### config.mk
export PLATFORM = sky130hd
export DESIGN_NAME = user_pattern_ram_icon_pattern_map
export DESIGN_NICKNAME = d
export VERILOG_FILES = /design/src/common/user_pattern_ram_icon_pkg.sv /design/src/common/icon_map_if.sv /design/src/verilog/user_pattern_ram_icon_pattern_map.sv /design/src/verilog/icon_segment_map.sv
export VERILOG_INCLUDE_DIRS = /design/src /design/src/common
export SDC_FILE = /design/constraint.sdc
export NUM_CORES = 1
export LEC_CHECK = 0
export BUFFER_PORTS_ARGS = -buffer_cell sky130_fd_sc_hd__buf_2
export CAP_MARGIN = 20
export CORE_MARGIN = 8
export CORE_UTILIZATION = 51
export DETAILED_ROUTE_END_ITERATION = 6
export PLACE_DENSITY = 0.78
export SETUP_SLACK_MARGIN = 0.05
export SYNTH_ARGS = -nofsm -noshare
export SYNTH_HDL_FRONTEND = slang
export SYNTH_SLANG_ARGS = --single-unit
### constraint.sdc
create_clock -name CORE_CLK_I -period 7.4 [get_ports CORE_CLK_I]
set_clock_uncertainty 0.1 [all_clocks]
set_input_delay 0.74 -clock CORE_CLK_I [delete_from_list [all_inputs] [get_ports CORE_CLK_I]]
set_output_delay 0.74 -clock CORE_CLK_I [all_outputs]
set_load 0.01 [all_outputs]
### src/common/user_pattern_ram_icon_consts.svh
// Constants for the user pattern and icon mapping block
// What this block does
// - Character code bits 0-2 become user pattern RAM address bits 3-5.
// - Pattern RAM address bits 0-2 select the glyph row.
// - Eighth displayed row is stored row ORed with the cursor.
// - Row dots come from data bits 0-4, bit 4 leftmost.
// - User pattern used only when code bits 4-7 are all zero.
// - Code bit 3 is ignored when picking a user pattern.
// - Data bit 1 lights a dot, bit 0 leaves it dark.
// - Order select 1: location n bits D4..D0 drive segments 5n+1..5n+5.
// - Order select 0: mapping reversed, location 0 D4 drives segment 80.
// - ROM option straps choose the usable pattern RAM size.
// - Exactly 80 writable icon dots held in the icon RAM.
// - Cursor appears at the text address held in the address counter.
// - Icon address comes from the address counter before data writes.
`ifndef USER_PATTERN_RAM_ICON_CONSTS_SVH
`define USER_PATTERN_RAM_ICON_CONSTS_SVH
`define PAT_ADDR_W      6
`define PAT_DEPTH       64
`define ICON_ADDR_W     4
`define ICON_DEPTH      16
`define ICON_BITS       5
`define ICON_SEGS       80
`define DOTS_W          5
`define TEXT_ADDR_W     7
`define LAST_ROW        3'h7
`define CURSOR_ROW_DOTS 5'h1F
`define STRAP_W         2
`define STRAP_248       2'h2
`define STRAP_250       2'h1
`define STRAP_256       2'h3
`define USER_PATS_FULL  4'h8
`define USER_PATS_250   4'h6
`define USER_PATS_256   4'h0
`endif

### src/common/user_pattern_ram_icon_pkg.sv
// Types shared by the pattern and icon mapping modules
package user_pattern_ram_icon_pkg;
  typedef enum logic {
    SEL_USER_PATTERN,
    SEL_ICON
  } ram_sel_t;
  typedef logic [79:0] seg_vec_t;
endpackage

### src/common/icon_map_if.sv
// Carrier between icon RAM storage and the segment mapper
`timescale 1ns/1ns
interface icon_map_if;
  logic [79:0] icon_words;
  logic        segment_order_select;
  logic [79:0] segments;
  modport store (output icon_words, output segment_order_select, input segments);
  modport mapper (input icon_words, input segment_order_select, output segments);
endinterface

### src/verilog/user_pattern_ram_icon_pattern_map.sv
// User pattern RAM, glyph row fetch with cursor merge, and icon RAM
`timescale 1ns/1ns
`include "user_pattern_ram_icon_consts.svh"
module user_pattern_ram_icon_pattern_map (
  // Clock and reset
  input  wire logic                       CORE_CLK_I,
  input  wire logic                       ARST_N_I,
  // Option pins
  input  wire logic [`STRAP_W-1:0]        ROM_OPTION_STRAPS_I,
  input  wire logic                       SEGMENT_ORDER_SELECT_I,
  // RAM access from the instruction decoder
  input  wire logic                       RAM_WR_I,
  input  wire logic                       RAM_RD_I,
  input  wire user_pattern_ram_icon_pkg::ram_sel_t   RAM_SEL_I,
  input  wire logic [`TEXT_ADDR_W-1:0]    ADDRESS_COUNTER_I,
  input  wire logic [7:0]                 WDATA_I,
  output logic [7:0]                      RDATA_O,
  output logic                            RDATA_VALID_O,
  // Display row fetch
  input  wire logic                       FETCH_I,
  input  wire logic [7:0]                 CHAR_CODE_I,
  input  wire logic [2:0]                 ROW_I,
  input  wire logic [`TEXT_ADDR_W-1:0]    TEXT_ADDR_I,
  input  wire logic                       CURSOR_ON_I,
  input  wire logic [`DOTS_W-1:0]         ROM_ROW_I,
  output logic [`DOTS_W-1:0]              ROW_DOTS_O,
  output logic                            ROW_VALID_O,
  output logic                            USER_GLYPH_O,
  // Icon segments, bit k is segment k+1
  output user_pattern_ram_icon_pkg::seg_vec_t        ICON_SEG_O
);

  logic                      rst_meta;
  logic                      rst_n;
  logic [`STRAP_W-1:0]       strap_meta;
  logic [`STRAP_W-1:0]       strap_sync;
  logic                      order_meta;
  logic                      order_sync;
  logic [3:0]                user_pats;
  // Pattern RAM: glyph select in address bits 5..3, row in bits 2..0
  logic [7:0]                pattern_ram [`PAT_DEPTH];
  logic [`ICON_BITS-1:0]     icon_ram [`ICON_DEPTH];
  logic [`PAT_ADDR_W-1:0]    host_pat_addr;
  logic [`ICON_ADDR_W-1:0]   host_icon_addr;
  logic [`PAT_ADDR_W-1:0]    fetch_addr;
  logic                      use_user;
  logic                      cursor_here;
  logic [`DOTS_W-1:0]        next_row_dots;
  logic                      pat_wr_en;
  logic                      icon_wr_en;
  logic [7:0]                pat_rd_byte;
  logic [7:0]                icon_rd_byte;
  logic [7:0]                next_rdata;
  logic [2:0]                code_glyph;
  logic                      code_in_low_block;
  logic                      glyph_in_range;
  logic [`DOTS_W-1:0]        stored_dots;
  logic                      last_row;
  icon_map_if                icon_bus ();

  // Reset release through two flops
  always_ff @(posedge CORE_CLK_I or negedge ARST_N_I) begin
    if (!ARST_N_I) begin
      rst_meta <= 1'b0;
      rst_n    <= 1'b0;
    end else begin
      rst_meta <= 1'b1;
      rst_n    <= rst_meta;
    end
  end

  // Strap pin synchroniser
  always_ff @(posedge CORE_CLK_I or negedge rst_n) begin
    if (!rst_n) begin
      strap_meta <= '0;
      strap_sync <= '0;
    end else begin
      strap_meta <= ROM_OPTION_STRAPS_I;
      strap_sync <= strap_meta;
    end
  end

  // A live order change reaches the segments three clocks later
  always_ff @(posedge CORE_CLK_I or negedge rst_n) begin
    if (!rst_n) begin
      order_meta <= 1'b0;
      order_sync <= 1'b0;
    end else begin
      order_meta <= SEGMENT_ORDER_SELECT_I;
      order_sync <= order_meta;
    end
  end

  // Straps trade fixed ROM codes for user patterns; straps are static pins
  // Codes whose bits 2..0 are at or above the count show the fixed ROM row instead
  always_ff @(posedge CORE_CLK_I or negedge rst_n) begin
    if (!rst_n) begin
      user_pats <= `USER_PATS_FULL;
    end else begin
      unique case (strap_sync)
        `STRAP_248: user_pats <= `USER_PATS_FULL;
        `STRAP_250: user_pats <= `USER_PATS_250;
        `STRAP_256: user_pats <= `USER_PATS_256;
        default:    user_pats <= `USER_PATS_FULL;
      endcase
    end
  end

  // Host side addresses taken from the address counter
  assign host_pat_addr  = ADDRESS_COUNTER_I[`PAT_ADDR_W-1:0];
  assign host_icon_addr = ADDRESS_COUNTER_I[`ICON_ADDR_W-1:0];

  // Write strobes decoded once so both RAMs see the same select
  assign pat_wr_en  = RAM_WR_I && (RAM_SEL_I == user_pattern_ram_icon_pkg::SEL_USER_PATTERN);
  assign icon_wr_en = RAM_WR_I && (RAM_SEL_I == user_pattern_ram_icon_pkg::SEL_ICON);

  // RAM writes; all 64 pattern bytes keep all eight bits for readback
  // No reset here, so a glyph shows unknown dots until the host loads it
  always_ff @(posedge CORE_CLK_I) begin
    if (pat_wr_en) begin
      pattern_ram[host_pat_addr] <= WDATA_I;
    end
  end

  // Only five bits per icon location exist, 80 dots in all
  always_ff @(posedge CORE_CLK_I or negedge rst_n) begin
    if (!rst_n) begin
      for (int i = 0; i < `ICON_DEPTH; i++) begin
        icon_ram[i] <= '0;
      end
    end else if (icon_wr_en) begin
      icon_ram[host_icon_addr] <= WDATA_I[`ICON_BITS-1:0];
    end
  end

  // Read data select; icon D7..D5 do not exist and read as zero
  assign pat_rd_byte  = pattern_ram[host_pat_addr];
  assign icon_rd_byte = {3'h0, icon_ram[host_icon_addr]};
  assign next_rdata   = (RAM_SEL_I == user_pattern_ram_icon_pkg::SEL_ICON) ? icon_rd_byte : pat_rd_byte;

  // Readback one cycle after the request
  always_ff @(posedge CORE_CLK_I or negedge rst_n) begin
    if (!rst_n) begin
      RDATA_VALID_O <= 1'b0;
    end else begin
      RDATA_VALID_O <= RAM_RD_I;
    end
  end

  // Read data stands until the next read
  always_ff @(posedge CORE_CLK_I or negedge rst_n) begin
    if (!rst_n) begin
      RDATA_O <= 8'h00;
    end else if (RAM_RD_I) begin
      RDATA_O <= next_rdata;
    end
  end

  // Glyph row fetch
  // Code bit 3 is left out of the match, so 00H and 08H alias
  assign code_glyph        = CHAR_CODE_I[2:0];
  assign code_in_low_block = (CHAR_CODE_I[7:4] == 4'h0);
  // Straps may leave fewer than eight user glyphs; the others fall back to ROM
  assign glyph_in_range    = ({1'b0, code_glyph} < user_pats);
  assign use_user          = code_in_low_block && glyph_in_range;
  assign fetch_addr        = {code_glyph, ROW_I};
  assign stored_dots       = pattern_ram[fetch_addr][`DOTS_W-1:0];
  assign last_row          = (ROW_I == `LAST_ROW);
  assign cursor_here       = CURSOR_ON_I && (TEXT_ADDR_I == ADDRESS_COUNTER_I);

  always_comb begin
    // Stored 1 lights a dot, bit 4 is leftmost; upper bits ignored
    next_row_dots = use_user ? stored_dots : ROM_ROW_I;
    // Stored eighth-row ones stay lit even without the cursor
    if (last_row && cursor_here) begin
      next_row_dots = next_row_dots | `CURSOR_ROW_DOTS;
    end
  end

  // Row valid is the fetch strobe delayed by one cycle, high for as long as FETCH_I was
  always_ff @(posedge CORE_CLK_I or negedge rst_n) begin
    if (!rst_n) begin
      ROW_VALID_O <= 1'b0;
    end else begin
      ROW_VALID_O <= FETCH_I;
    end
  end

  // Dots and glyph source stand until the next fetch
  always_ff @(posedge CORE_CLK_I or negedge rst_n) begin
    if (!rst_n) begin
      ROW_DOTS_O   <= '0;
      USER_GLYPH_O <= 1'b0;
    end else if (FETCH_I) begin
      ROW_DOTS_O   <= next_row_dots;
      USER_GLYPH_O <= use_user;
    end
  end

  // Icon segment mapping
  // Location n fills icon_words[5n+4:5n], D4 in the top bit
  generate
    for (genvar n = 0; n < `ICON_DEPTH; n++) begin : g_words
      assign icon_bus.icon_words[n*`ICON_BITS +: `ICON_BITS] = icon_ram[n];
    end
  endgenerate
  assign icon_bus.segment_order_select = order_sync;

  icon_segment_map u_icon_map (
    .bus (icon_bus.mapper)
  );

  // Registered so the segment pins never show the mapper settling
  always_ff @(posedge CORE_CLK_I or negedge rst_n) begin
    if (!rst_n) begin
      ICON_SEG_O <= '0;
    end else begin
      ICON_SEG_O <= icon_bus.segments;
    end
  end

endmodule

### src/verilog/icon_segment_map.sv
// Icon RAM words to segment vector, both segment orders
`timescale 1ns/1ns
module icon_segment_map (
  icon_map_if.mapper bus
);
  // Location n occupies icon_words[5n+4:5n] with D4 at the top.
  // segments[k] is segment k+1.
  genvar n, b;
  generate
    for (n = 0; n < 16; n++) begin : g_loc
      for (b = 0; b < 5; b++) begin : g_bit
        // Forward order: D4 is the lowest segment of the group
        // Reverse order: location 0 D4 is segment 80
        assign bus.segments[n*5 + 4 - b] = bus.segment_order_select ?
          bus.icon_words[n*5 + b] :
          bus.icon_words[(15-n)*5 + 4 - b];
      end
    end
  endgenerate
endmodule

==> results of run 1 <==
==> layer usage <==
layer  up-vias  part of all wire (%)  track usage (%)
li1       6976                     -                -
met1      8834                    37             31.0
met2      1146                    47             36.1
met3       204                    11             5.14
met4         0                   4.6             10.8
met5         -                     0                0
==> final timing paths <==
path	endpoint	depth (start not counted)	slack (ps)	startpoint
min in group asynchronous	rst_meta	2	350	ARST_N_I
setup / recovery	pattern_ram[5][1]	6	3890	ADDRESS_COUNTER_I[1]
setup reg to reg	ROW_DOTS_O[2]	8	4250	user_pats[2]
hold reg to reg	rst_n	0	260	rst_meta
max in group asynchronous	icon_bus.segment_order_select	1	5330	rst_n
hold / removal	strap_meta[0]	1	150	ROM_OPTION_STRAPS_I[0]
==> state kept, by name, indices dropped and copies added (netlist names) <==
register,cells
pattern_ram,512
ICON_SEG_O,80
icon_bus.icon_words,80
RDATA_O,8
ROW_DOTS_O,5
strap_meta,2
strap_sync,2
user_pats,2
RDATA_VALID_O,1
ROW_VALID_O,1
USER_GLYPH_O,1
icon_bus.segment_order_select,1
order_meta,1
rst_meta,1
rst_n,1
==> cell families (layout without fill, tap and decap cells) <==
kind of cell | count (synthesis) | in the layout | synth area share (%)
AO/OA/AOI/OAI | 134 | 134 | 2.93
XOR/XNOR | 7 | 7 | 0.203
adder cells (fa/ha/maj) | 1 | 1 | 0.0415
buffers and inverters | 119 | 307 | 1.87
flip-flops | 698 | 698 | 66.4
multiplexers | 479 | 479 | 25.1
other | 1 | 3 | 0.0124
AND/OR/NAND/NOR | 217 | 217 | 3.48
==> power breakdown <==
group	total (mW)	internal [mW]	leakage, nW	switching [mW]
registers	4.55	4.41	6.96	0.144
logic	0.919	0.425	4.07	0.494
clock network	3.63	2.14	1.17	1.49
==> cell type report <==
class | count | share of cell area [%]
flip-flops and latches | 698 | 59.0
multi-input cells | 839 | 28.2
clock buffers | 95 | 6.09
well taps | 773 | 2.85
repair buffers | 172 | 2.84
clock inverters | 33 | 0.925
inverters | 7 | 0.0774
diodes | 2 | 0.0147
==> what timing repair did <==
item,CTS,global route
hold buffers,1,0
resized for setup,0,0
buffers inserted,0,0
hold endpoints to repair,2,0
==> stage by stage <==
stage | hold WS [ps] | util [%] | setup slack [ps] | power, mW
2_1_floorplan | 231 | - | 1740 | 5.15
3_3_place_gp | 242 | 53.7 | 3270 | 5.50
3_5_place_dp | 242 | 53.7 | 3250 | 5.54
4_1_cts | 121 | 57.7 | 3880 | 9.14
5_1_grt | 127 | 57.8 | 3710 | 9.36
6_report | 145 | 57.8 | 3890 | 9.10
==> cell usage after synthesis, drive strengths merged (19+ instances only) <==
cell type and count:
dfrtp 185, edfxtp 512, clkbuf 53, mux2i 107, mux2 167, nor2b 21
mux4 205, a22oi 35, nand2 25, a21oi 30, o22ai 19, buf 59
nand3 24, nor2 97
==> critical path: cells and delay by family <==
kind          cells  cell delay [ps]
simple gates      3             1790
buf+inv           3             1060
==> reports/results.txt, run 1 <==
Storage cell area -> 20000 um2
DRC violation count after routing -> 0
Distinct cells, synth -> 46
slowest stage delay, CP -> 920 ps
chip height -> 259 um
flops & latches, synth -> 698
post-layout instance area -> 34000 um2
Total Nets Final -> 1838
element type at the critical path end -> register
number of design-rule violations left by the first detailed-router iteration -> 2048
buffers added on ports -> 142
Placed Cells incl. Taps -> 2487
Final Hold Fails -> 0
leakage power summed over all cells -> 12.2 nW
post-synth top area cell -> edfxtp_1
Clk Latency, worst-skew pair -> 600 ps
largest net degree at the start of global routing -> 89
crit share post-route -> 47.5%
global-route wire length before repair -> 116000 um
combined area of all synthesized cells -> 30200 um2
number of global-route vias before repair -> 17.4k
Finish-stage setup viols -> 0
number of instances in the synthesized netlist -> 1656
total global routing overflow -> 0
number of flops mapped to enable cells by yosys -> 512
multi-input combinational cell area -> 9580 um2
fraction of registers with async set/reset -> 26.6%
max capacitance violation total -> 0
Clock Path Buffers -> 3
total nets after synthesis -> 1705
number of placement rows -> 89
chip width -> 259 um
outcome -> complete, no violations
count of final max-slew check failures -> 0
Slowest-stage cell, CP -> nor2_1
number of clock buffers inserted by TritonCTS -> 71
Peak VDD IR -> 0.203 mV
clock-pin transition on the worst setup and hold timing paths -> 60 ps
post-route minimum period -> 3510 ps
routed wirelength normalized by instance count -> 29.9 um
top-level I/O count -> 144
cells traversed along the worst timing path -> buf_4 -> buf_4 -> nor2b_1 -> buf_4 -> nand2_1 -> nor2_1
number of fill cells -> 4281
highest clock frequency the design can meet -> 285 MHz
register area share after synthesis -> 66.4%
cell types with the largest area share after synthesis -> edfxtp_1, dfrtp_1, mux4_2
Yosys warning total -> 0
share of cells above drive strength 1 -> 35.8%
number of nets still failing antenna checks after routing -> 0
ys flop type -> edfxtp_1
per-cell via count in the routed design -> 6.55
Crit path required time -> 7510 ps
Setup Total Neg Slack -> 0 ps
cell repeated most along the worst path -> buf_4
detailed placement HPWL -> 49200 um
floorplan core area -> 58800 um2
maximum fanout encountered on the critical timing path -> 48
final weighted congestion in routability-driven placement -> 0.955
kind of start point of the critical path -> input pin
effective utilization at floorplan -> 51.3%
commonest non-fill, non-tap cell in the layout -> edfxtp_1
arrival time at the worst endpoint -> 3630 ps
RSZ-0062 raised after global routing -> no
total power per unit cell area -> 268 nW/um2
Worst Max-Slew Pin Slew -> 1120 ps
average cell area after synthesis -> 18.2 um2
number of antenna violations at the first check in global routing -> 2
detailed-route wire length -> 78400 um
number of clock sinks -> 698
library cell used as clock root buffer -> clkbuf_16
share of the synthesized area in the top cell type -> 50.9%
Hold Path Class -> in -> reg
Final Instance Count excl. Fillers -> 2619
clock tree from TritonCTS -> built
number of H-tree levels -> 3
total number of vias -> 17.2k
critical path class -> in -> reg
Area Growth Syn to Fin -> 12.5%
most used cells in the layout excluding fill and tap cells -> edfxtp_1, mux4_2, dfrtp_1, mux2_2, buf_2
first-pass iteration count of the detailed router -> 6
post-placement cell area -> 31500 um2
Rel. slew slack -> 24.9%
GRT Resource Usage Total -> 23.1%
Die Area -> 67200 um2
Note: power is estimated with default switching activity, not from simulation.
==> run 2, diff against run 1 <==
==> constraint.sdc (replaced) <==
create_clock -name CORE_CLK_I -period 3.5 [get_ports CORE_CLK_I]
set_clock_uncertainty 0.1 [all_clocks]
set_input_delay 0.35 -clock CORE_CLK_I [delete_from_list [all_inputs] [get_ports CORE_CLK_I]]
set_output_delay 0.35 -clock CORE_CLK_I [all_outputs]
set_load 0.01 [all_outputs]
==> run 2 against run 1 <==
- final area is 3.0% higher
- critical endpoint is now ROW_DOTS_O[0]
- first-iteration DRC count grew 2.3%
- critical path depth rose by 1
- total power is 110% higher
- the flow now finishes with violations (design-rule violations)
- count of clock-buffer cells in the layout decreased by 13
- largest power group unchanged
- sequential power up 110%
- core utilization rose by 1.7 points
- highest routed layer unchanged
- flip-flop and latch count unchanged
==> reports/results.txt, run 2 (synthesis gave the netlist of run 1 again) <==
Worst Max-Slew Pin Slew -> 1000 ps (-119 ps)
chip width -> 259 um (unchanged)
chip height -> 259 um (unchanged)
number of design-rule violations left by the first detailed-router iteration -> 2095 (+2.3%)
Die Area -> 67200 um2 (unchanged)
max FFs per register -> 512 (unchanged)
total global routing overflow -> 0 (unchanged)
number of clock sinks -> 698 (unchanged)
Clock Path Buffers -> 3 (unchanged)
total power per unit cell area -> 559 nW/um2 (+110%)
routed wirelength normalized by instance count -> 29.7 um (-0.89%)
post-route minimum period -> 2680 ps
Buf+Inv Stages, Crit Path -> 1 (-2)
Crit path required time -> 3950 ps (-3560 ps)
Clk pwr share -> 40.5% (+0.6 points)
critical path class -> reg -> reg
outcome -> complete, but fails checks
Setup Total Neg Slack -> 0 ps (unchanged)
first-pass iteration count of the detailed router -> 7 (+1)
Peak VDD IR -> 0.419 mV (+110%)
Slowest-stage cell, CP -> or4b_2
Internal Dissipation -> 15.0 mW (+120%)
Area Growth Syn to Fin -> 15.9%
detailed placement HPWL -> 53400 um (+8.7%)
P_sw -> 4.51 mW (+110%)
kind of start point of the critical path -> register
largest net degree at the start of global routing -> 81 (-9.0%)
detailed-route wire length -> 80800 um (+3.0%)
total number of vias -> 17.8k (+3.8%)
global-route wire length before repair -> 119000 um (+3.0%)
share of total power in sequential cells -> 49.3% (-0.7 points)
number of fill cells -> 4149 (-3.1%)
switching power share of the total -> 23.1% (-0.25 points)
Rel. slew slack -> 33.0% (+8.1 points)
Final Instance Count excl. Fillers -> 2723 (+4.0%)
number of nets still failing antenna checks after routing -> 0 (unchanged)
RSZ-0062 raised after global routing -> no
violations in the final reports -> design-rule violations
number of global-route vias before repair -> 18.1k (+3.7%)
slowest stage delay, CP -> 820 ps (-100 ps)
worst hold slack across all endpoints -> 101 ps (-43.8 ps)
Hold Path Class -> in -> reg
floorplan core area -> 58800 um2 (unchanged)
number of resized instances in the post-cts repair step -> 0 (unchanged)
share of cells above drive strength 1 -> 38.8% (+2.9 points)
post-CTS setup buffers -> 0 (unchanged)
element type at the critical path end -> register
cells traversed along the worst timing path -> inv_1 -> ha_1 -> a21oi_1 -> o21ai_0 -> or4b_2 -> a211oi_1 -> or4_1
top-level I/O count -> 144 (unchanged)
Biggest register -> pattern_ram
Placed Cells incl. Taps -> 2587 (+4.0%)
Clk Latency, worst-skew pair -> 610 ps (about the same)
Final Hold Fails -> 0 (unchanged)
buffers added on ports -> 142 (unchanged)
per-cell via count in the routed design -> 6.54 (-0.20%)
clock-pin transition on the worst setup and hold timing paths -> 70 ps (about the same)
library cell used as clock root buffer -> clkbuf_16
max capacitance violation total -> 0 (unchanged)
effective utilization at floorplan -> 51.3% (unchanged)
count of final max-slew check failures -> 0 (unchanged)
GRT Resource Usage Total -> 23.8% (+0.64 points)
crit share post-route -> 76.7%
number of clock buffers inserted by TritonCTS -> 71 (unchanged)
final weighted congestion in routability-driven placement -> 1.03 (+7.5%)
commonest non-fill, non-tap cell in the layout -> edfxtp_1
Finish-stage setup viols -> 0 (unchanged)
Total Nets Final -> 1944 (+5.8%)
family with the most delay on the worst path -> simple AND/OR/NAND/NOR gates
combinational cell fraction of total power -> 10.2% (about the same)
highest clock frequency the design can meet -> 373 MHz
clock tree from TritonCTS -> built
maximum fanout encountered on the critical timing path -> 5 (-90%)
number of H-tree levels -> 3 (unchanged)
arrival time at the worst endpoint -> 3130 ps (-500 ps)
number of antenna violations at the first check in global routing -> 5 (+3)
hold_buf cts -> 7 (+6)
DRC violation count after routing -> 14 (+14)
number of placement rows -> 89 (unchanged)
most used cells in the layout excluding fill and tap cells -> edfxtp_1, mux4_2, dfrtp_1, mux2_2, buf_2
leakage power summed over all cells -> 12.8 nW (+4.8%)
[run 2: cell types whose count changed in the layout (fill, tap and decap cells not counted), moves of 7 or more]
cell and delta:
buf_4 +88, bufinv_16 +7, clkbuf_8 -7, buf_12 +12
[run 2: tightest hold or removal path: stages]
cell and delay [ps]:
buf_2 100, a21oi_1 70, o22ai_1 140, or3_1 120
[run 2: layout make-up]
class | instances | area (um2) | area share (%)
sequential | 698 | 20000 | 57.3
multi-input combinational | 839 | 9580 | 27.4
timing repair buffer | 278 | 1930 | 5.51
clock buffer | 82 | 1900 | 5.44
tap | 773 | 967 | 2.77
clock inverter | 43 | 526 | 1.50
inverter | 7 | 26.3 | 0.0751
antenna | 3 | 7.51 | 0.0215
[run 2: power by group through the flow]
stage | clock, mW | sequential [mW] | combinational (mW)
finish | 7.92 | 9.64 | 2.00
global route | 8.31 | 9.70 | 2.10
global placement | 0 | 9.76 | 1.93
floorplan | 0 | 9.81 | 1.07
CTS | 8.02 | 9.64 | 1.99
detailed placement | 0 | 9.80 | 1.96
[run 2: final timing paths]
kind	slack, ps	to	from	cells after the start
min reg2reg	250	strap_sync[0]	strap_meta[0]	0
max in group asynchronous	2100	user_pats[3]	rst_n	1
min in group asynchronous	370	ICON_SEG_O[57]	rst_n	0
max reg2reg	820	ROW_DOTS_O[0]	user_pats[2]	7
min	100	ROW_DOTS_O[4]	ROM_ROW_I[4]	4
max	820	ROW_DOTS_O[0]	user_pats[2]	7
[run 2: metal layers]
layer | up-vias | share of wire (%) | GRT usage, %
met2 | 1202 | 48 | 38.1
met1 | 9208 | 36 | 31.3
met3 | 208 | 12 | 5.57
li1 | 7187 | - | -
met5 | - | 0 | 0
met4 | 0 | 4.1 | 9.88
[run 2: through the flow]
step	setup slack, ps	util [%]	total power, mW	cell area [um2]
after detailed placement	523	55.2	11.8	32400
final	815	59.5	19.6	35000
after CTS	812	59.4	19.6	34900
after floorplan	332	-	10.9	30200
after global routing	713	59.5	20.1	35000
after global placement	564	55.2	11.7	32400
==> run 3, diff against run 2 <==
--- a/config.mk
+++ b/config.mk
@@ -11,7 +11,7 @@
 export CORE_MARGIN = 8
 export CORE_UTILIZATION = 51
 export DETAILED_ROUTE_END_ITERATION = 6
-export PLACE_DENSITY = 0.78
+export PLACE_DENSITY = 0.81
 export SETUP_SLACK_MARGIN = 0.05
 export SYNTH_ARGS = -nofsm -noshare
 export SYNTH_HDL_FRONTEND = slang
==> constraint.sdc (replaced) <==
create_clock -name CORE_CLK_I -period 2.4 [get_ports CORE_CLK_I]
set_clock_uncertainty 0.1 [all_clocks]
set_input_delay 0.24 -clock CORE_CLK_I [delete_from_list [all_inputs] [get_ports CORE_CLK_I]]
set_output_delay 0.24 -clock CORE_CLK_I [all_outputs]
set_load 0.01 [all_outputs]
==> run 3 against run 2 <==
- the run now ends clean
- first-iteration DRC count is 9.8% higher
- worst hold slack worse by 59 ps
- final area is 3.6% higher
- count of clock-buffer cells in the layout is 8 higher
- global-route usage is 1.2 points higher
- non-clock buffer count is 143 higher
- die area stayed put
- maximum frequency is 16% higher
- critical path type unchanged
==> reports/results.txt, run 3 (synthesis gave the netlist of run 1 again) <==
outcome -> complete, no violations
max FFs per register -> 512 (unchanged)
largest net degree at the start of global routing -> 81 (unchanged)
share of cells above drive strength 1 -> 42.8% (+4.1 points)
Die Area -> 67200 um2 (unchanged)
Area Growth Syn to Fin -> 20.1%
element type at the critical path end -> register
post-route minimum period -> 2310 ps (-379 ps)
leakage power summed over all cells -> 13.6 nW (+6.0%)
crit share post-route -> 96.0% (+19 points)
buffers added on ports -> 142 (unchanged)
total number of vias -> 18.3k (+2.6%)
number of fill cells -> 4101 (-1.2%)
library cell used as clock root buffer -> clkbuf_16
top-level I/O count -> 144 (unchanged)
post-layout instance area -> 36200 um2 (+3.6%)
kind of start point of the critical path -> register
Rel. slew slack -> 31.1% (-1.9 points)
post-placement cell area -> 33800 um2 (+4.1%)
number of nets still failing antenna checks after routing -> 0 (unchanged)
Slowest-stage cell, CP -> mux4_2
post-layout util -> 61.6% (+2.2 points)
number of clock buffers inserted by TritonCTS -> 72 (+1.4%)
detailed-route wire length -> 84000 um (+4.0%)
commonest non-fill, non-tap cell in the layout -> edfxtp_1
per-cell via count in the routed design -> 6.36 (-2.8%)
Setup Total Neg Slack -> 0 ps (unchanged)
GRT Resource Usage Total -> 25.0% (+1.2 points)
detailed placement HPWL -> 57300 um (+7.3%)
Finish-stage setup viols -> 0 (unchanged)
DRC violation count after routing -> 0 (-14)
chip width -> 259 um (unchanged)
number of design-rule violations left by the first detailed-router iteration -> 2301 (+9.8%)
slowest stage delay, CP -> 570 ps (-250 ps)
routed wirelength normalized by instance count -> 29.2 um (-1.4%)
Total Nets Final -> 2088 (+7.4%)
RSZ-0062 raised after global routing -> no
clock-pin transition on the worst setup and hold timing paths -> 60 ps (about the same)
Clk Latency, worst-skew pair -> 640 ps (+30 ps)
cells traversed along the worst timing path -> mux4_2 -> a311oi_1 -> buf_4 -> nand3_1 -> a311oi_1 -> buf_4 -> nor4_1
family with the most delay on the worst path -> compound AO/OA/AOI/OAI gates
arrival time at the worst endpoint -> 2710 ps (-420 ps)
count of final max-slew check failures -> 0 (unchanged)
maximum fanout encountered on the critical timing path -> 2 (-3)
most used cells in the layout excluding fill and tap cells -> edfxtp_1, buf_4, mux4_2, dfrtp_1, mux2_2
max capacitance violation total -> 0 (unchanged)
Clock Path Buffers -> 3 (unchanged)
worst hold slack across all endpoints -> 42.1 ps (-59.1 ps)
Final Hold Fails -> 0 (unchanged)
final weighted congestion in routability-driven placement -> 0.963 (-6.2%)
first-pass iteration count of the detailed router -> 5 (-2)
number of global-route vias before repair -> 18.9k (+4.5%)
chip height -> 259 um (unchanged)
Crit path required time -> 2810 ps (-1140 ps)
critical path class -> reg -> reg
effective utilization at floorplan -> 51.3% (unchanged)
Hold Path Class -> in -> reg
total global routing overflow -> 0 (unchanged)
Worst Max-Slew Pin Slew -> 1030 ps (+26.3 ps)
Peak VDD IR -> 0.646 mV (+54%)
floorplan core area -> 58800 um2 (unchanged)
global-route wire length before repair -> 125000 um (+4.6%)
number of placement rows -> 89 (unchanged)
clock tree from TritonCTS -> built
Buf+Inv Stages, Crit Path -> 2 (+1)
Biggest register -> pattern_ram
number of antenna violations at the first check in global routing -> 4 (-1)
number of H-tree levels -> 3 (unchanged)
number of clock sinks -> 698 (unchanged)
post-CTS setup buffers -> 0 (unchanged)
highest clock frequency the design can meet -> 434 MHz (+16%)
total power per unit cell area -> 776 nW/um2 (+39%)
-- run 3: final cells by class --
class	instances	area [um2]	share of cell area, %
Timing Repair Buffer	421	3290	9.08
Clock inverter	41	392	1.08
Sequential cell	698	20000	55.3
Tap cell	773	967	2.67
Inverter	7	26.3	0.0725
Multi-Input combinational cell	839	9620	26.5
Clock buffer	90	1900	5.24
Antenna cell	4	10.0	0.0276
-- run 3: where the power goes --
group | internal, mW | total (mW) | switching (mW)
Clock | 6.22 | 10.9 | 4.69
Combinational | 1.55 | 3.17 | 1.62
Sequential | 13.6 | 14.0 | 0.444
-- run 3: worst paths after layout --
check / start / end / slack [ps] / cells past startpoint
setup / recovery: pattern_ram[31][5] / RDATA_O[5] / 90 / 7
hold / removal: WDATA_I[5] / pattern_ram[14][5] / 40 / 2
setup reg to reg: pattern_ram[31][5] / RDATA_O[5] / 90 / 7
hold reg to reg: strap_meta[1] / strap_sync[1] / 250 / 0
max in group asynchronous: rst_n / icon_bus.icon_words[1] / 1180 / 1
min in group asynchronous: rst_n / order_meta / 260 / 0
-- run 3: repair_timing --
item | CTS | global route
pin swaps | 0 | 2
endpoints found under the setup margin | 4 | 1
hold buffers | 13 | 0
resized for setup | 6 | 1
hold endpoints to repair | 25 | 0
-- run 3: metal layers --
| metal | wire length [um] | up-vias | track usage (%) |
|---|---|---|---|
| met4 | 3490 | 2 | 11.0 |
| li1 | - | 7476 | - |
| met2 | 40700 | 1184 | 40.1 |
| met5 | 13 | - | 0 |
| met1 | 31500 | 9398 | 32.9 |
| met3 | 8330 | 205 | 5.27 |
-- run 3: stage by stage --
stage	power (mW)	setup slack, ps	std cells
4_1_cts	28.2	138	2869
2_1_floorplan	15.9	-62.2	1656
3_3_place_gp	17.3	-290	2725
5_1_grt	29.0	67.2	2871
3_5_place_dp	17.4	-330	2725
6_report	28.1	94.9	2873
